--- src/inc/acs_regs.svh ---
// acs register map, field positions, reset values and timing counts
`ifndef ACS_REGS_SVH
`define ACS_REGS_SVH

// ****************************************
// register port geometry
// ****************************************
`define ACS_AW 3
`define ACS_DW 16

// ****************************************
// register offsets
// ****************************************
`define ACS_OFF_SEL 3'h0
`define ACS_OFF_CSA 3'h1
`define ACS_OFF_TRG 3'h2
`define ACS_OFF_RES 3'h3
`define ACS_OFF_IST 3'h4
`define ACS_OFF_ICL 3'h5
`define ACS_OFF_IEN 3'h6

// ****************************************
// selection_register fields
// ****************************************
`define ACS_CH_W 6
`define ACS_REF_W 3
`define ACS_SEL_CH_LSB 0
`define ACS_SEL_CH_MSB 5
`define ACS_SEL_REF_LSB 6
`define ACS_SEL_REF_MSB 8
`define ACS_CH_RESET 6'h00
`define ACS_REF_RESET 3'h0

// ****************************************
// control_status_a and trigger fields
// ****************************************
`define ACS_CSA_EN 0
`define ACS_CSA_START 1
`define ACS_CSA_AUTO 2
`define ACS_CSA_DONE 3
`define ACS_CSA_DIV_LSB 4
`define ACS_CSA_DIV_MSB 6
`define ACS_DIV_SEL_W 3
`define ACS_DIV_RESET 3'h2
`define ACS_TRG_FREE 0

// ****************************************
// interrupt status bits
// ****************************************
`define ACS_NIRQ 2
`define ACS_IRQ_DONE 0
`define ACS_IRQ_SLEEP 1

// ****************************************
// conversion timing in converter clocks
// ****************************************
`define ACS_CNT_W 5
`define ACS_LEN_NORMAL 5'h0d
`define ACS_LEN_EXTENDED 5'h19
`define ACS_SAMPLE_END 5'h0c
`define ACS_FIRST_DEC 5'h0b
`define ACS_LAST_DEC 5'h02
`define ACS_CNT_ONE 5'h01
`define ACS_RES_W 10
`define ACS_DAC_MID 10'h200
`define ACS_DIV_W 7

`endif

--- src/inc/acs_pkg.sv ---
// acs types: controller state and packed state records
`include "acs_regs.svh"
package acs_pkg;

  typedef enum logic [1:0] {ACS_IDLE, ACS_ARMED, ACS_CONV} acs_state_t;

  typedef struct packed {
    logic [`ACS_DIV_W-1:0] cnt;
    logic tick;
  } acs_div_t;

  typedef struct packed {
    logic [`ACS_CH_W-1:0] sel_ch;
    logic [`ACS_REF_W-1:0] sel_ref;
    logic [`ACS_CH_W-1:0] applied_ch;
    logic [`ACS_REF_W-1:0] applied_ref;
    logic en;
    logic auto_trig;
    logic free_run;
    logic [`ACS_DIV_SEL_W-1:0] div_sel;
    acs_state_t st;
    logic [`ACS_CNT_W-1:0] cnt;
    logic [`ACS_CNT_W-1:0] len;
    logic ext_pend;
    logic [`ACS_RES_W-1:0] dac;
    logic hold;
    logic [`ACS_RES_W-1:0] result;
    logic done;
    logic sleep_conv;
    logic [`ACS_NIRQ-1:0] ist;
    logic [`ACS_NIRQ-1:0] ien;
    logic [`ACS_DW-1:0] rdata;
    logic irq;
    logic trg_s1;
    logic trg_s2;
    logic trg_d;
    logic comp_s1;
    logic comp_s2;
    logic slp_d;
  } acs_core_t;

endpackage : acs_pkg

--- src/logic/acs_ctrl.sv ---
// acs_ctrl: converter selection buffer, conversion start, sleep start and interrupts
`timescale 1ns/10ps
`include "acs_regs.svh"
module acs_ctrl (
  // clock and reset
  input wire logic REF_CLK,
  input wire logic NRST,
  // register port
  input wire logic [`ACS_AW-1:0] ADDR,
  input wire logic [`ACS_DW-1:0] WDATA,
  input wire logic WR,
  input wire logic RD,
  output logic [`ACS_DW-1:0] RDATA,
  // cpu sleep state, high while halted in idle or noise-reduction sleep
  input wire logic SLEEP_QUIET,
  // external auto-trigger source
  input wire logic TRIG_PIN,
  // analog converter side
  input wire logic COMP_HIGH,
  output logic [`ACS_CH_W-1:0] APPLIED_CH,
  output logic [`ACS_REF_W-1:0] APPLIED_REF,
  output logic [`ACS_RES_W-1:0] DAC_CODE,
  output logic SAMPLE_HOLD,
  // interrupt
  output logic IRQ
);
  import acs_pkg::*;

  acs_core_t r;
  acs_core_t next_r;
  logic tick;
  logic div_restart;
  logic csa_wr;
  logic sel_wr;
  logic last_tick;
  logic trig_edge;
  logic sleep_edge;
  logic [`ACS_CNT_W-1:0] idx;
  logic [`ACS_CH_W-1:0] wr_ch;
  logic [`ACS_REF_W-1:0] wr_ref;

  // ****************************************
  // converter clock
  // ****************************************
  acs_prescale u_prescale (
    .clk(REF_CLK),
    .nrst(NRST),
    .run(r.en),
    .restart(div_restart),
    .div_sel(r.div_sel),
    .tick(tick)
  );

  // ****************************************
  // next-state logic
  // ****************************************
  assign csa_wr = WR && (ADDR == `ACS_OFF_CSA);
  assign sel_wr = WR && (ADDR == `ACS_OFF_SEL);
  assign wr_ch = WDATA[`ACS_SEL_CH_MSB:`ACS_SEL_CH_LSB];
  assign wr_ref = WDATA[`ACS_SEL_REF_MSB:`ACS_SEL_REF_LSB];
  assign last_tick = (r.st == ACS_CONV) && tick && (r.cnt == r.len);
  assign trig_edge = r.trg_s2 && !r.trg_d;
  assign sleep_edge = SLEEP_QUIET && !r.slp_d;
  assign idx = r.len - `ACS_LAST_DEC - r.cnt;
  assign div_restart = r.en && r.auto_trig && !r.free_run && trig_edge
                       && (r.st == ACS_IDLE);

  always_comb begin
    next_r = r;
    // pin synchronisers
    next_r.trg_s1 = TRIG_PIN;
    next_r.trg_s2 = r.trg_s1;
    next_r.trg_d = r.trg_s2;
    next_r.comp_s1 = COMP_HIGH;
    next_r.comp_s2 = r.comp_s1;
    next_r.slp_d = SLEEP_QUIET;

    // applied selection follows the buffer except while locked
    if ((r.st != ACS_CONV) || (r.cnt == r.len)) begin
      next_r.applied_ch = r.sel_ch;
      next_r.applied_ref = r.sel_ref;
    end // otherwise held

    // register writes
    if (sel_wr) begin
      next_r.sel_ch = wr_ch;
      next_r.sel_ref = wr_ref;
    end
    if (csa_wr) begin
      next_r.en = WDATA[`ACS_CSA_EN];
      next_r.auto_trig = WDATA[`ACS_CSA_AUTO];
      next_r.div_sel = WDATA[`ACS_CSA_DIV_MSB:`ACS_CSA_DIV_LSB];
      if (WDATA[`ACS_CSA_DONE]) begin
        next_r.done = 1'b0;
      end
      if (WDATA[`ACS_CSA_START] && (r.st == ACS_IDLE)) begin
        next_r.st = ACS_ARMED;
      end
    end
    if (WR && (ADDR == `ACS_OFF_TRG)) begin
      next_r.free_run = WDATA[`ACS_TRG_FREE];
    end
    if (WR && (ADDR == `ACS_OFF_ICL)) begin
      next_r.ist = r.ist & ~WDATA[`ACS_NIRQ-1:0];
    end
    if (WR && (ADDR == `ACS_OFF_IEN)) begin
      next_r.ien = WDATA[`ACS_NIRQ-1:0];
    end

    // automatic starts only from an idle converter
    if (div_restart) begin
      next_r.st = ACS_ARMED;
    end
    if (sleep_edge && r.en && (r.st == ACS_IDLE)) begin
      next_r.st = ACS_ARMED;
      next_r.sleep_conv = 1'b1;
    end

    // conversion sequencing on converter ticks
    unique case (r.st)
      ACS_IDLE: begin
      end
      ACS_ARMED: begin
        if (tick) begin
          next_r.st = ACS_CONV;
          next_r.cnt = `ACS_CNT_ONE;
          next_r.len = r.ext_pend ? `ACS_LEN_EXTENDED : `ACS_LEN_NORMAL;
          next_r.ext_pend = 1'b0;
          next_r.hold = 1'b1;
          next_r.dac = '0;
        end
      end
      ACS_CONV: begin
        if (tick) begin
          next_r.cnt = r.cnt + `ACS_CNT_ONE;
          if (r.cnt == r.len - `ACS_SAMPLE_END) begin
            next_r.hold = 1'b0;
            next_r.dac = `ACS_DAC_MID;
          end
          // successive approximation, all ones when input exceeds reference
          if ((r.cnt >= r.len - `ACS_FIRST_DEC) &&
              (r.cnt <= r.len - `ACS_LAST_DEC)) begin
            if (!r.comp_s2) begin
              next_r.dac[idx[3:0]] = 1'b0;
            end
            if (idx != '0) begin
              next_r.dac[idx[3:0] - 4'h1] = 1'b1;
            end
          end
          if (r.cnt == r.len) begin
            next_r.result = r.dac;
            next_r.done = 1'b1;
            next_r.ist[`ACS_IRQ_DONE] = 1'b1;
            if (r.sleep_conv) begin
              next_r.ist[`ACS_IRQ_SLEEP] = 1'b1;
            end
            next_r.sleep_conv = 1'b0;
            if (r.auto_trig && r.free_run) begin
              // restart uses the selection copied in the last cycle
              next_r.cnt = `ACS_CNT_ONE;
              next_r.len = r.ext_pend ? `ACS_LEN_EXTENDED : `ACS_LEN_NORMAL;
              next_r.ext_pend = 1'b0;
              next_r.hold = 1'b1;
              next_r.dac = '0;
            end else begin
              next_r.st = ACS_IDLE;
            end
          end
        end
      end
    endcase

    // a changed reference lengthens the following conversion
    if (sel_wr && (wr_ref != r.sel_ref)) begin
      next_r.ext_pend = 1'b1;
    end

    // only software clearing enable stops the converter, sleep does not
    if (!next_r.en) begin
      next_r.st = ACS_IDLE;
      next_r.hold = 1'b0;
      next_r.ext_pend = 1'b1;
      next_r.sleep_conv = 1'b0;
    end

    next_r.irq = |(next_r.ist & next_r.ien);

    // read data stands one cycle only
    next_r.rdata = '0;
    if (RD) begin
      unique case (ADDR)
        `ACS_OFF_SEL: begin
          next_r.rdata[`ACS_SEL_CH_MSB:`ACS_SEL_CH_LSB] = r.sel_ch;
          next_r.rdata[`ACS_SEL_REF_MSB:`ACS_SEL_REF_LSB] = r.sel_ref;
        end
        `ACS_OFF_CSA: begin
          next_r.rdata[`ACS_CSA_EN] = r.en;
          next_r.rdata[`ACS_CSA_START] = (r.st != ACS_IDLE);
          next_r.rdata[`ACS_CSA_AUTO] = r.auto_trig;
          next_r.rdata[`ACS_CSA_DONE] = r.done;
          next_r.rdata[`ACS_CSA_DIV_MSB:`ACS_CSA_DIV_LSB] = r.div_sel;
        end
        `ACS_OFF_TRG: begin
          next_r.rdata[`ACS_TRG_FREE] = r.free_run;
        end
        `ACS_OFF_RES: begin
          next_r.rdata[`ACS_RES_W-1:0] = r.result;
        end
        `ACS_OFF_IST: begin
          next_r.rdata[`ACS_NIRQ-1:0] = r.ist;
        end
        `ACS_OFF_IEN: begin
          next_r.rdata[`ACS_NIRQ-1:0] = r.ien;
        end
        default: begin
        end
      endcase
    end
  end

  // ****************************************
  // state register
  // ****************************************
  always_ff @(posedge REF_CLK or negedge NRST) begin
    if (!NRST) begin
      r <= '0;
      r.sel_ch <= `ACS_CH_RESET;
      r.sel_ref <= `ACS_REF_RESET;
      r.applied_ch <= `ACS_CH_RESET;
      r.applied_ref <= `ACS_REF_RESET;
      r.div_sel <= `ACS_DIV_RESET;
      r.st <= ACS_IDLE;
      r.ext_pend <= 1'b1;
    end else begin
      r <= next_r;
    end
  end

  assign RDATA = r.rdata;
  assign APPLIED_CH = r.applied_ch;
  assign APPLIED_REF = r.applied_ref;
  assign DAC_CODE = r.dac;
  assign SAMPLE_HOLD = r.hold;
  assign IRQ = r.irq;
endmodule : acs_ctrl

--- src/logic/acs_prescale.sv ---
// acs converter clock prescaler: one-cycle enable pulse every 2^(div_sel+1) cycles, 128 cycles at div_sel 7
`timescale 1ns/10ps
`include "acs_regs.svh"
module acs_prescale (
  // clock and reset
  input wire logic clk,
  input wire logic nrst,
  // control
  input wire logic run,
  input wire logic restart,
  input wire logic [`ACS_DIV_SEL_W-1:0] div_sel,
  // converter clock enable
  output logic tick
);
  import acs_pkg::*;

  acs_div_t r;
  acs_div_t next_r;
  logic [`ACS_DIV_W-1:0] last;

  always_comb begin
    last = (`ACS_DIV_W'(2) << div_sel) - `ACS_DIV_W'(1);
    next_r = r;
    next_r.tick = 1'b0;
    // held in reset while the converter is off or a trigger restarts it
    if (!run || restart) begin
      next_r.cnt = '0;
    end else if (r.cnt == last) begin
      next_r.cnt = '0;
      next_r.tick = 1'b1;
    end else begin
      next_r.cnt = r.cnt + `ACS_DIV_W'(1);
    end
  end

  always_ff @(posedge clk or negedge nrst) begin
    if (!nrst) begin
      r <= '0;
    end else begin
      r <= next_r;
    end
  end

  assign tick = r.tick;

endmodule : acs_prescale

--- config.mk ---
export PLATFORM = sky130hd
export DESIGN_NAME = acs_ctrl
export DESIGN_NICKNAME = d
export VERILOG_FILES = /design/src/inc/acs_pkg.sv /design/src/logic/acs_ctrl.sv /design/src/logic/acs_prescale.sv
export VERILOG_INCLUDE_DIRS = /design/src /design/src/inc
export SDC_FILE = /design/constraint.sdc
export NUM_CORES = 1
export LEC_CHECK = 0
export ABC_CLOCK_PERIOD_IN_PS = 6300
export BUFFER_PORTS_ARGS = -buffer_cell sky130_fd_sc_hd__buf_2
export CAP_MARGIN = 30
export CORE_MARGIN = 10
export CORE_UTILIZATION = 45
export CTS_CLUSTER_DIAMETER = 30
export CTS_CLUSTER_SIZE = 8
export DETAILED_ROUTE_END_ITERATION = 8
export PLACE_DENSITY_LB_ADDON = 0.3
export REMOVE_ABC_BUFFERS = 1
export SLEW_MARGIN = 5
export SYNTH_ARGS = -nofsm -noshare
export SYNTH_HDL_FRONTEND = slang
export SYNTH_SLANG_ARGS = --single-unit
--- constraint.sdc ---
create_clock -name REF_CLK -period 6.3 [get_ports REF_CLK]
set_clock_uncertainty 0.15 [all_clocks]
set_input_delay 0 -clock REF_CLK [delete_from_list [all_inputs] [get_ports REF_CLK]]
set_output_delay 0 -clock REF_CLK [all_outputs]
set_load 0.05 [all_outputs]
Word-level counts from Yosys, hierarchy flattened
Index checks and enable logic that the tools add are counted.

Register bits: 89. Bits of input ports: 26. Output and inout port bits: 37. Word-level logic and storage cells: 158.

Add/subtract/negate cells: 8. Magnitude comparators: 6. Equal/unequal tests: 25. Shifts and indexed selects: 1. Multiplexer cells: 47. Bitwise logic cells: 6. Reductions and logical operators: 36.

Operators by type and width (number): 38-bit 2-to-1 mux (2); 10-bit 2-to-1 mux (7); 24-bit one-hot mux with 2 select lines (1); 11-bit 2-to-1 mux (3); 24-bit 2-to-1 mux (1); 22-bit 2-to-1 mux (1); 1-bit logical AND (19); 2-bit 2-to-1 mux (9); 5-bit one-hot mux with 3 select lines (1); 7-bit 2-to-1 mux (2); 1-bit 2-to-1 mux (13); 4-bit by 2-bit != test with 1-bit output (second input constant) (3); 10-bit AND (1); 5-bit equality test (2); 4-bit by 5-bit < comparator with 1-bit output (second input constant) (2); 10-bit NOT (1); 10-bit bitwise OR (1); 5-bit AND reduction (2); 5-bit by 4-bit subtractor with 5-bit output (second input constant) (2); 3-bit equality test (second input constant) (3); 3-bit AND reduction (3); 1-bit demux with 4-bit select (2); 4-bit by 1-bit greater-or-equal comparator with 1-bit output (second input constant) (2); 2-bit by 1-bit != test with 1-bit output (second input constant) (4); other kinds (34) (42).

Depth between registers and ports, before layout
Depth in word-level cells: 21. Depth in mapped cells: 10. Gate-level depth less buffers: 10.

By module
Synthesis repeated with hierarchy kept, for this count alone.

Cells, all modules: 475. Area total of the unflattened synthesis: 4878.4 µm².

By module, submodules not included: acs_ctrl (times used 1, cells an instance 422, area an instance 4350.4 µm², sequential area each 1979.4 µm²); acs_prescale (times used 1, cells an instance 53, area an instance 528.0 µm², sequential area each 200.2 µm²).

Worst setup path before layout
No wires, ideal clock.

Path kind: reg2reg. Start: reg, netlist name r[65]. End: reg u_prescale.r[3] in the netlist's numbering. Setup time: 0.124 ns. Arrival time: 2.383 ns. Data required time: 6.026 ns. Slack: 3.642 ns. Stages on the path, launching flop included: 10. Path buffers: 1. Clock period less this slack: 2.658 ns. Cell sequence: dfrtp_1 -> buf_2 -> or3_1 -> ha_1 -> or3b_2 -> a21oi_1 -> o21ai_0 -> a2111o_1 -> nand3_1 -> nor2_1.

RTL lines: end signal: assignment (RTL line acs_prescale.sv:40) `r <= next_r;`; end: declaration (RTL line acs_prescale.sv:17) `acs_div_t r;`.

Worst setup path in the final report
Start: reg r[54] in the netlist's numbering. End: reg r, in the netlist DAC_CODE[0].

Longest elaborated chain between the ends: 19. Elaborated cells on any way between the ends: 37. Those cells by class: add/sub: 5; order compare: 6; eq/ne: 2; mux: 17; bitwise: 3; reduce/logical: 4.

RTL lines: start: declaration (RTL line acs_ctrl.sv:29) `acs_core_t r;`; start signal: assignment (RTL line acs_ctrl.sv:235) `r <= next_r;`; 5-bit by 2-bit subtractor with 5-bit output (no line); 5-bit subtractor (RTL line acs_ctrl.sv:64) `` assign idx = r.len - `ACS_LAST_DEC - r.cnt; ``; 4-bit by 5-bit < comparator with 1-bit output (not written as such) or 4-bit by 1-bit greater-or-equal comparator with 1-bit output (tied branches) (RTL line acs_ctrl.sv:144) `next_r.dac[idx[3:0]] = 1'b0;`; 1-bit logical AND (not written as such) (RTL line acs_ctrl.sv:144); 1-bit 2-to-1 mux (not written as such) (RTL line acs_ctrl.sv:144); 1-bit demux with 4-bit select (RTL line acs_ctrl.sv:144); 10-bit NOT (no line); 10-bit AND (no line); [3 not listed]; 10-bit 2-to-1 mux (RTL line acs_ctrl.sv:120) `unique case (r.st)`; 10-bit bitwise OR (no line); 10-bit 2-to-1 mux (RTL line acs_ctrl.sv:146) `if (idx != '0) begin`; 10-bit 2-to-1 mux (RTL line acs_ctrl.sv:141) `` if ((r.cnt >= r.len - `ACS_FIRST_DEC) && ``; 22-bit 2-to-1 mux (RTL line acs_ctrl.sv:158) `if (r.auto_trig && r.free_run) begin`; 38-bit 2-to-1 mux (*) (RTL line acs_ctrl.sv:150) `if (r.cnt == r.len) begin`; 38-bit 2-to-1 mux (*) (RTL line acs_ctrl.sv:134) `if (tick) begin`; 24-bit one-hot mux with 2 select lines (*) (RTL line acs_ctrl.sv:120).

Mark *: on every way between the ends. The rest lies on a longest branch, timed or not. The select of a mux whose other input is x is not followed. A chain may end at the register's enable or synchronous reset.

==> summary.md <==
| Metric | Value |
|---|---|
| Status | `complete, no violations` |
| Antenna violations before repair | `0` |
| Cell Pwr Density | `242 nW/um^2` |
| TNS Setup | `0 ns` |
| Final setup margin | `between 2 and 3 ns` |
| Post-synthesis mux area share | `roughly a tenth` |
| # clock sinks | `87` |
| Synthesized area per cell | `roughly 11 sq um` |
| Final slew viol count | `0` |
| Post-synthesis xor/xnor area fraction | `3.88%` |
| CTS buffer count | `9` |
| Leakage | `2.51 nW` |
| Reg2Reg Setup Slack | `~3.0 ns` |
| Final Hold Vio Count | `0` |
| CP arrival | `3.48 ns` |
| Post-synth EDFFs | `0` |
| Final setup fails | `0` |
| Clock Latency Late Sink | `around 0.35 ns` |
| Via Count | `~3,500` |
| Top FF cell, synth | `dfrtp_1` |
| Setup crit start | `r[54]` |
| Detailed Route WL | `approximately 11,000 um` |
| Synth unique cells | `between 60 and 70` |
| Slew @ Worst Pin | `just over 0.9 ns` |
| Gr ovfl total | `0` |
| Worst reg2reg path endpoint | `DAC_CODE[0]` |
| CP endpoint | `DAC_CODE[0]` |
| Maximum vdd drop | `about 0.14 mV` |
| Clock Tree Buf Depth | `2` |
| CP Cell Sequence | `inv_1 -> ha_1 -> nor4bb_4 -> and4b_4 -> nor3b_2 -> nand2_1 -> o21ai_0 -> a22o_1` |
| Largest net degree at the start of global routing | `between 60 and 70` |
| Die Area | `roughly 15,000 sq um` |
| First-pass GRT wire length | `about 19,000 um` |
| Fmax | `approximately 300 MHz` |
| Period utilisation layout | `a little over half` |
| Initial drt markers | `about 130` |
| Unrepaired setup endpoints after global routing | `false` |
| GR Util All Layers | `approximately 14%` |
| Synthesized flop and latch total | `87` |
| DRC | `0` |
| Die Y | `roughly 120 um` |
| Placed cell area | `approximately 5000 sq um` |
| Core outline area | `10,700 sq um` |
| Slew headroom | `around two fifths` |
| Slowest stage cell, crit path | `nor3b_2` |
| Final ANT Viol Nets | `0` |
| Place WS | `3.07 ns` |
| Max-cap viol count | `0` |
| R2r worst-path depth | `8` |
| Final Wtd Congestion | `just over 0.9` |
| FP Rows | `38` |
| Synth Area in Adders | `roughly 5.6%` |
| Hold Crit Class | `primary input to register` |
| Largest family of logic cells by synthesized area | `simple AND/OR/NAND/NOR gates` |
| Layout cells sized above 1 | `roughly a quarter` |
| Kind of critical path | `register to register` |
| CTS tree | `done` |
| RR Startpoint | `r[54]` |
| PortBufs | `49` |
| Vias in the first global route | `3,662` |
| # diodes | `0` |
| Clock Tree Root | `clkbuf_8` |
| Synth Area in Simple Gates | `13.9%` |
| Syn Inst Count | `about 460` |
| Crit path time final | `approximately 3.3 ns` |
| H-Tree Depth | `3` |
| Setup crit start kind | `register` |
| CP Capture Type | `register` |
| Clock Pin Slew Worst Setup and Hold Paths | `around 0.08 ns` |
| Ys async rst share | `100%` |
| Starting density of the core | `between 40% and 50%` |
| Most frequent cells in the layout | `85 x dfrtp_1, 48 x buf_2, 40 x mux2_2` |
| Syn Std Cell Area | `approximately 4900 sq um` |
| I/O pins | `63` |
| Post-route cell area | `5430 sq um` |
| Commonest non-fill, non-tap cell in the layout | `dfrtp_1` |
| Synth Area in Compound Gates | `around 13%` |
| Final core occ | `between 50% and 60%` |
| Worst EP required | `6.45 ns` |
| Total Nets Final | `between 500 and 600` |
| Number of vias per cell | `5.49` |
| Hold_ws | `0.134 ns` |
| Synthesis Warnings | `0` |
| Drt wl/cell | `approximately 17 um` |
| Post-synthesis sequential area ratio | `~44%` |
| Die W | `roughly 120 um` |
| Synthesis-to-finish area growth | `10.7%` |
| Max incr delay on CP | `0.77 ns` |
| CP max FO | `14` |
| Pre-antenna DRT Iters | `4` |
| Hpwl dp | `roughly 8000 um` |
[critical path, delay by kind of cell, from the launching register on]
| kind | cells | cell delay [ns] |
|---|---|---|
| simple gates | 4 | 1.46 |
| fa+ha+maj | 1 | 0.66 |
| buf+inv | 1 | 0.14 |
| compound gates | 2 | 0.45 |
| flops | 1 | 0.43 |
[metrics by stage]
step	instances	total power [W]
floorplan	412	0.000837
detailed placement	605	0.000920
finish	641	0.00131
global placement	603	0.000910
global route	641	0.00138
CTS	641	0.00133
[worst min-delay path by stage]
stage	from	end	slack [ns]	depth (start not counted)
final	TRIG_PIN	next_r[4]	0.13	2
after global routing	COMP_HIGH	next_r[1]	0.12	2
after CTS	COMP_HIGH	next_r[1]	0.11	2
after detailed placement	NRST	u_prescale.r[5]	-0.26	1
after global placement	NRST	u_prescale.r[5]	-0.26	1
after floorplan	NRST	APPLIED_CH[0]	-0.45	0
[final cells by class]
cell class                      count  area, sq um
Inverter                           20         75.1
Timing Repair Buffer               73          478
Fill cell                         972         5320
Clock inverter                      4         53.8
Clock buffer                       12          145
Multi-Input combinational cell    305         2320
Tap cell                          140          175
Sequential cell                    87         2180
[cells in the mapped netlist, types with 5 or more instances]
library cell   n  area [sq um]
xnor2_1        9          78.8
a22o_1         7          61.3
xor2_1        10          87.6
o21ai_0       16          80.1
nor2_1        33           124
a21oi_1       14          70.1
a22oi_1        8          60.1
a31oi_1        9          56.3
dfrtp_1       85          2130
inv_1         20          75.1
ha_1          22           275
a21o_1         7          52.6
nand3_1       13          65.1
nand2_1       27           101
mux2_2        40           450
clkbuf_1       8          30.0
buf_4         36           270
nor2b_1        5          31.3
nor3_1         6          30.0
[logic make-up (layout without fill, tap and decap cells)]
family,after synthesis,in the layout
DFF,87,87
and+or+nand+nor,124,124
muxes,45,45
AOI/OAI and AO/OA,88,88
adders and majority gates,22,22
other,1,6
xor gates and xnor gates,20,20
buffers and inverters,71,109
[flip-flops by register name, indices dropped and copies added (netlist names)]
| signal | flops |
|---|---|
| SAMPLE_HOLD | 1 |
| next_r | 3 |
| APPLIED_REF | 3 |
| r | 45 |
| DAC_CODE | 10 |
| u_prescale.tick | 1 |
| APPLIED_CH | 6 |
| u_prescale.r | 7 |
| IRQ | 1 |
| RDATA | 10 |
[power breakdown]
group,internal (W),switching (W)
sequential,0.000606,0.0000468
combinational,0.000103,0.000160
clock,0.000196,0.000198
total,0.000906,0.000406
[routing by layer]
metal,up-vias,routed length [um],track usage (%)
li1,1674,-,-
met4,0,187,6.65
met1,1752,4980,18.3
met2,74,5360,22.4
met3,16,430,2.81
met5,-,0,0
[timing repair]
action                                 in CTS  in global routing
endpoints found under the hold margin     124                  0
resized for setup                           0                  0
setup buffers                               0                  0
hold buffers                               20                  0
Power figures use the tool's default switching activity.
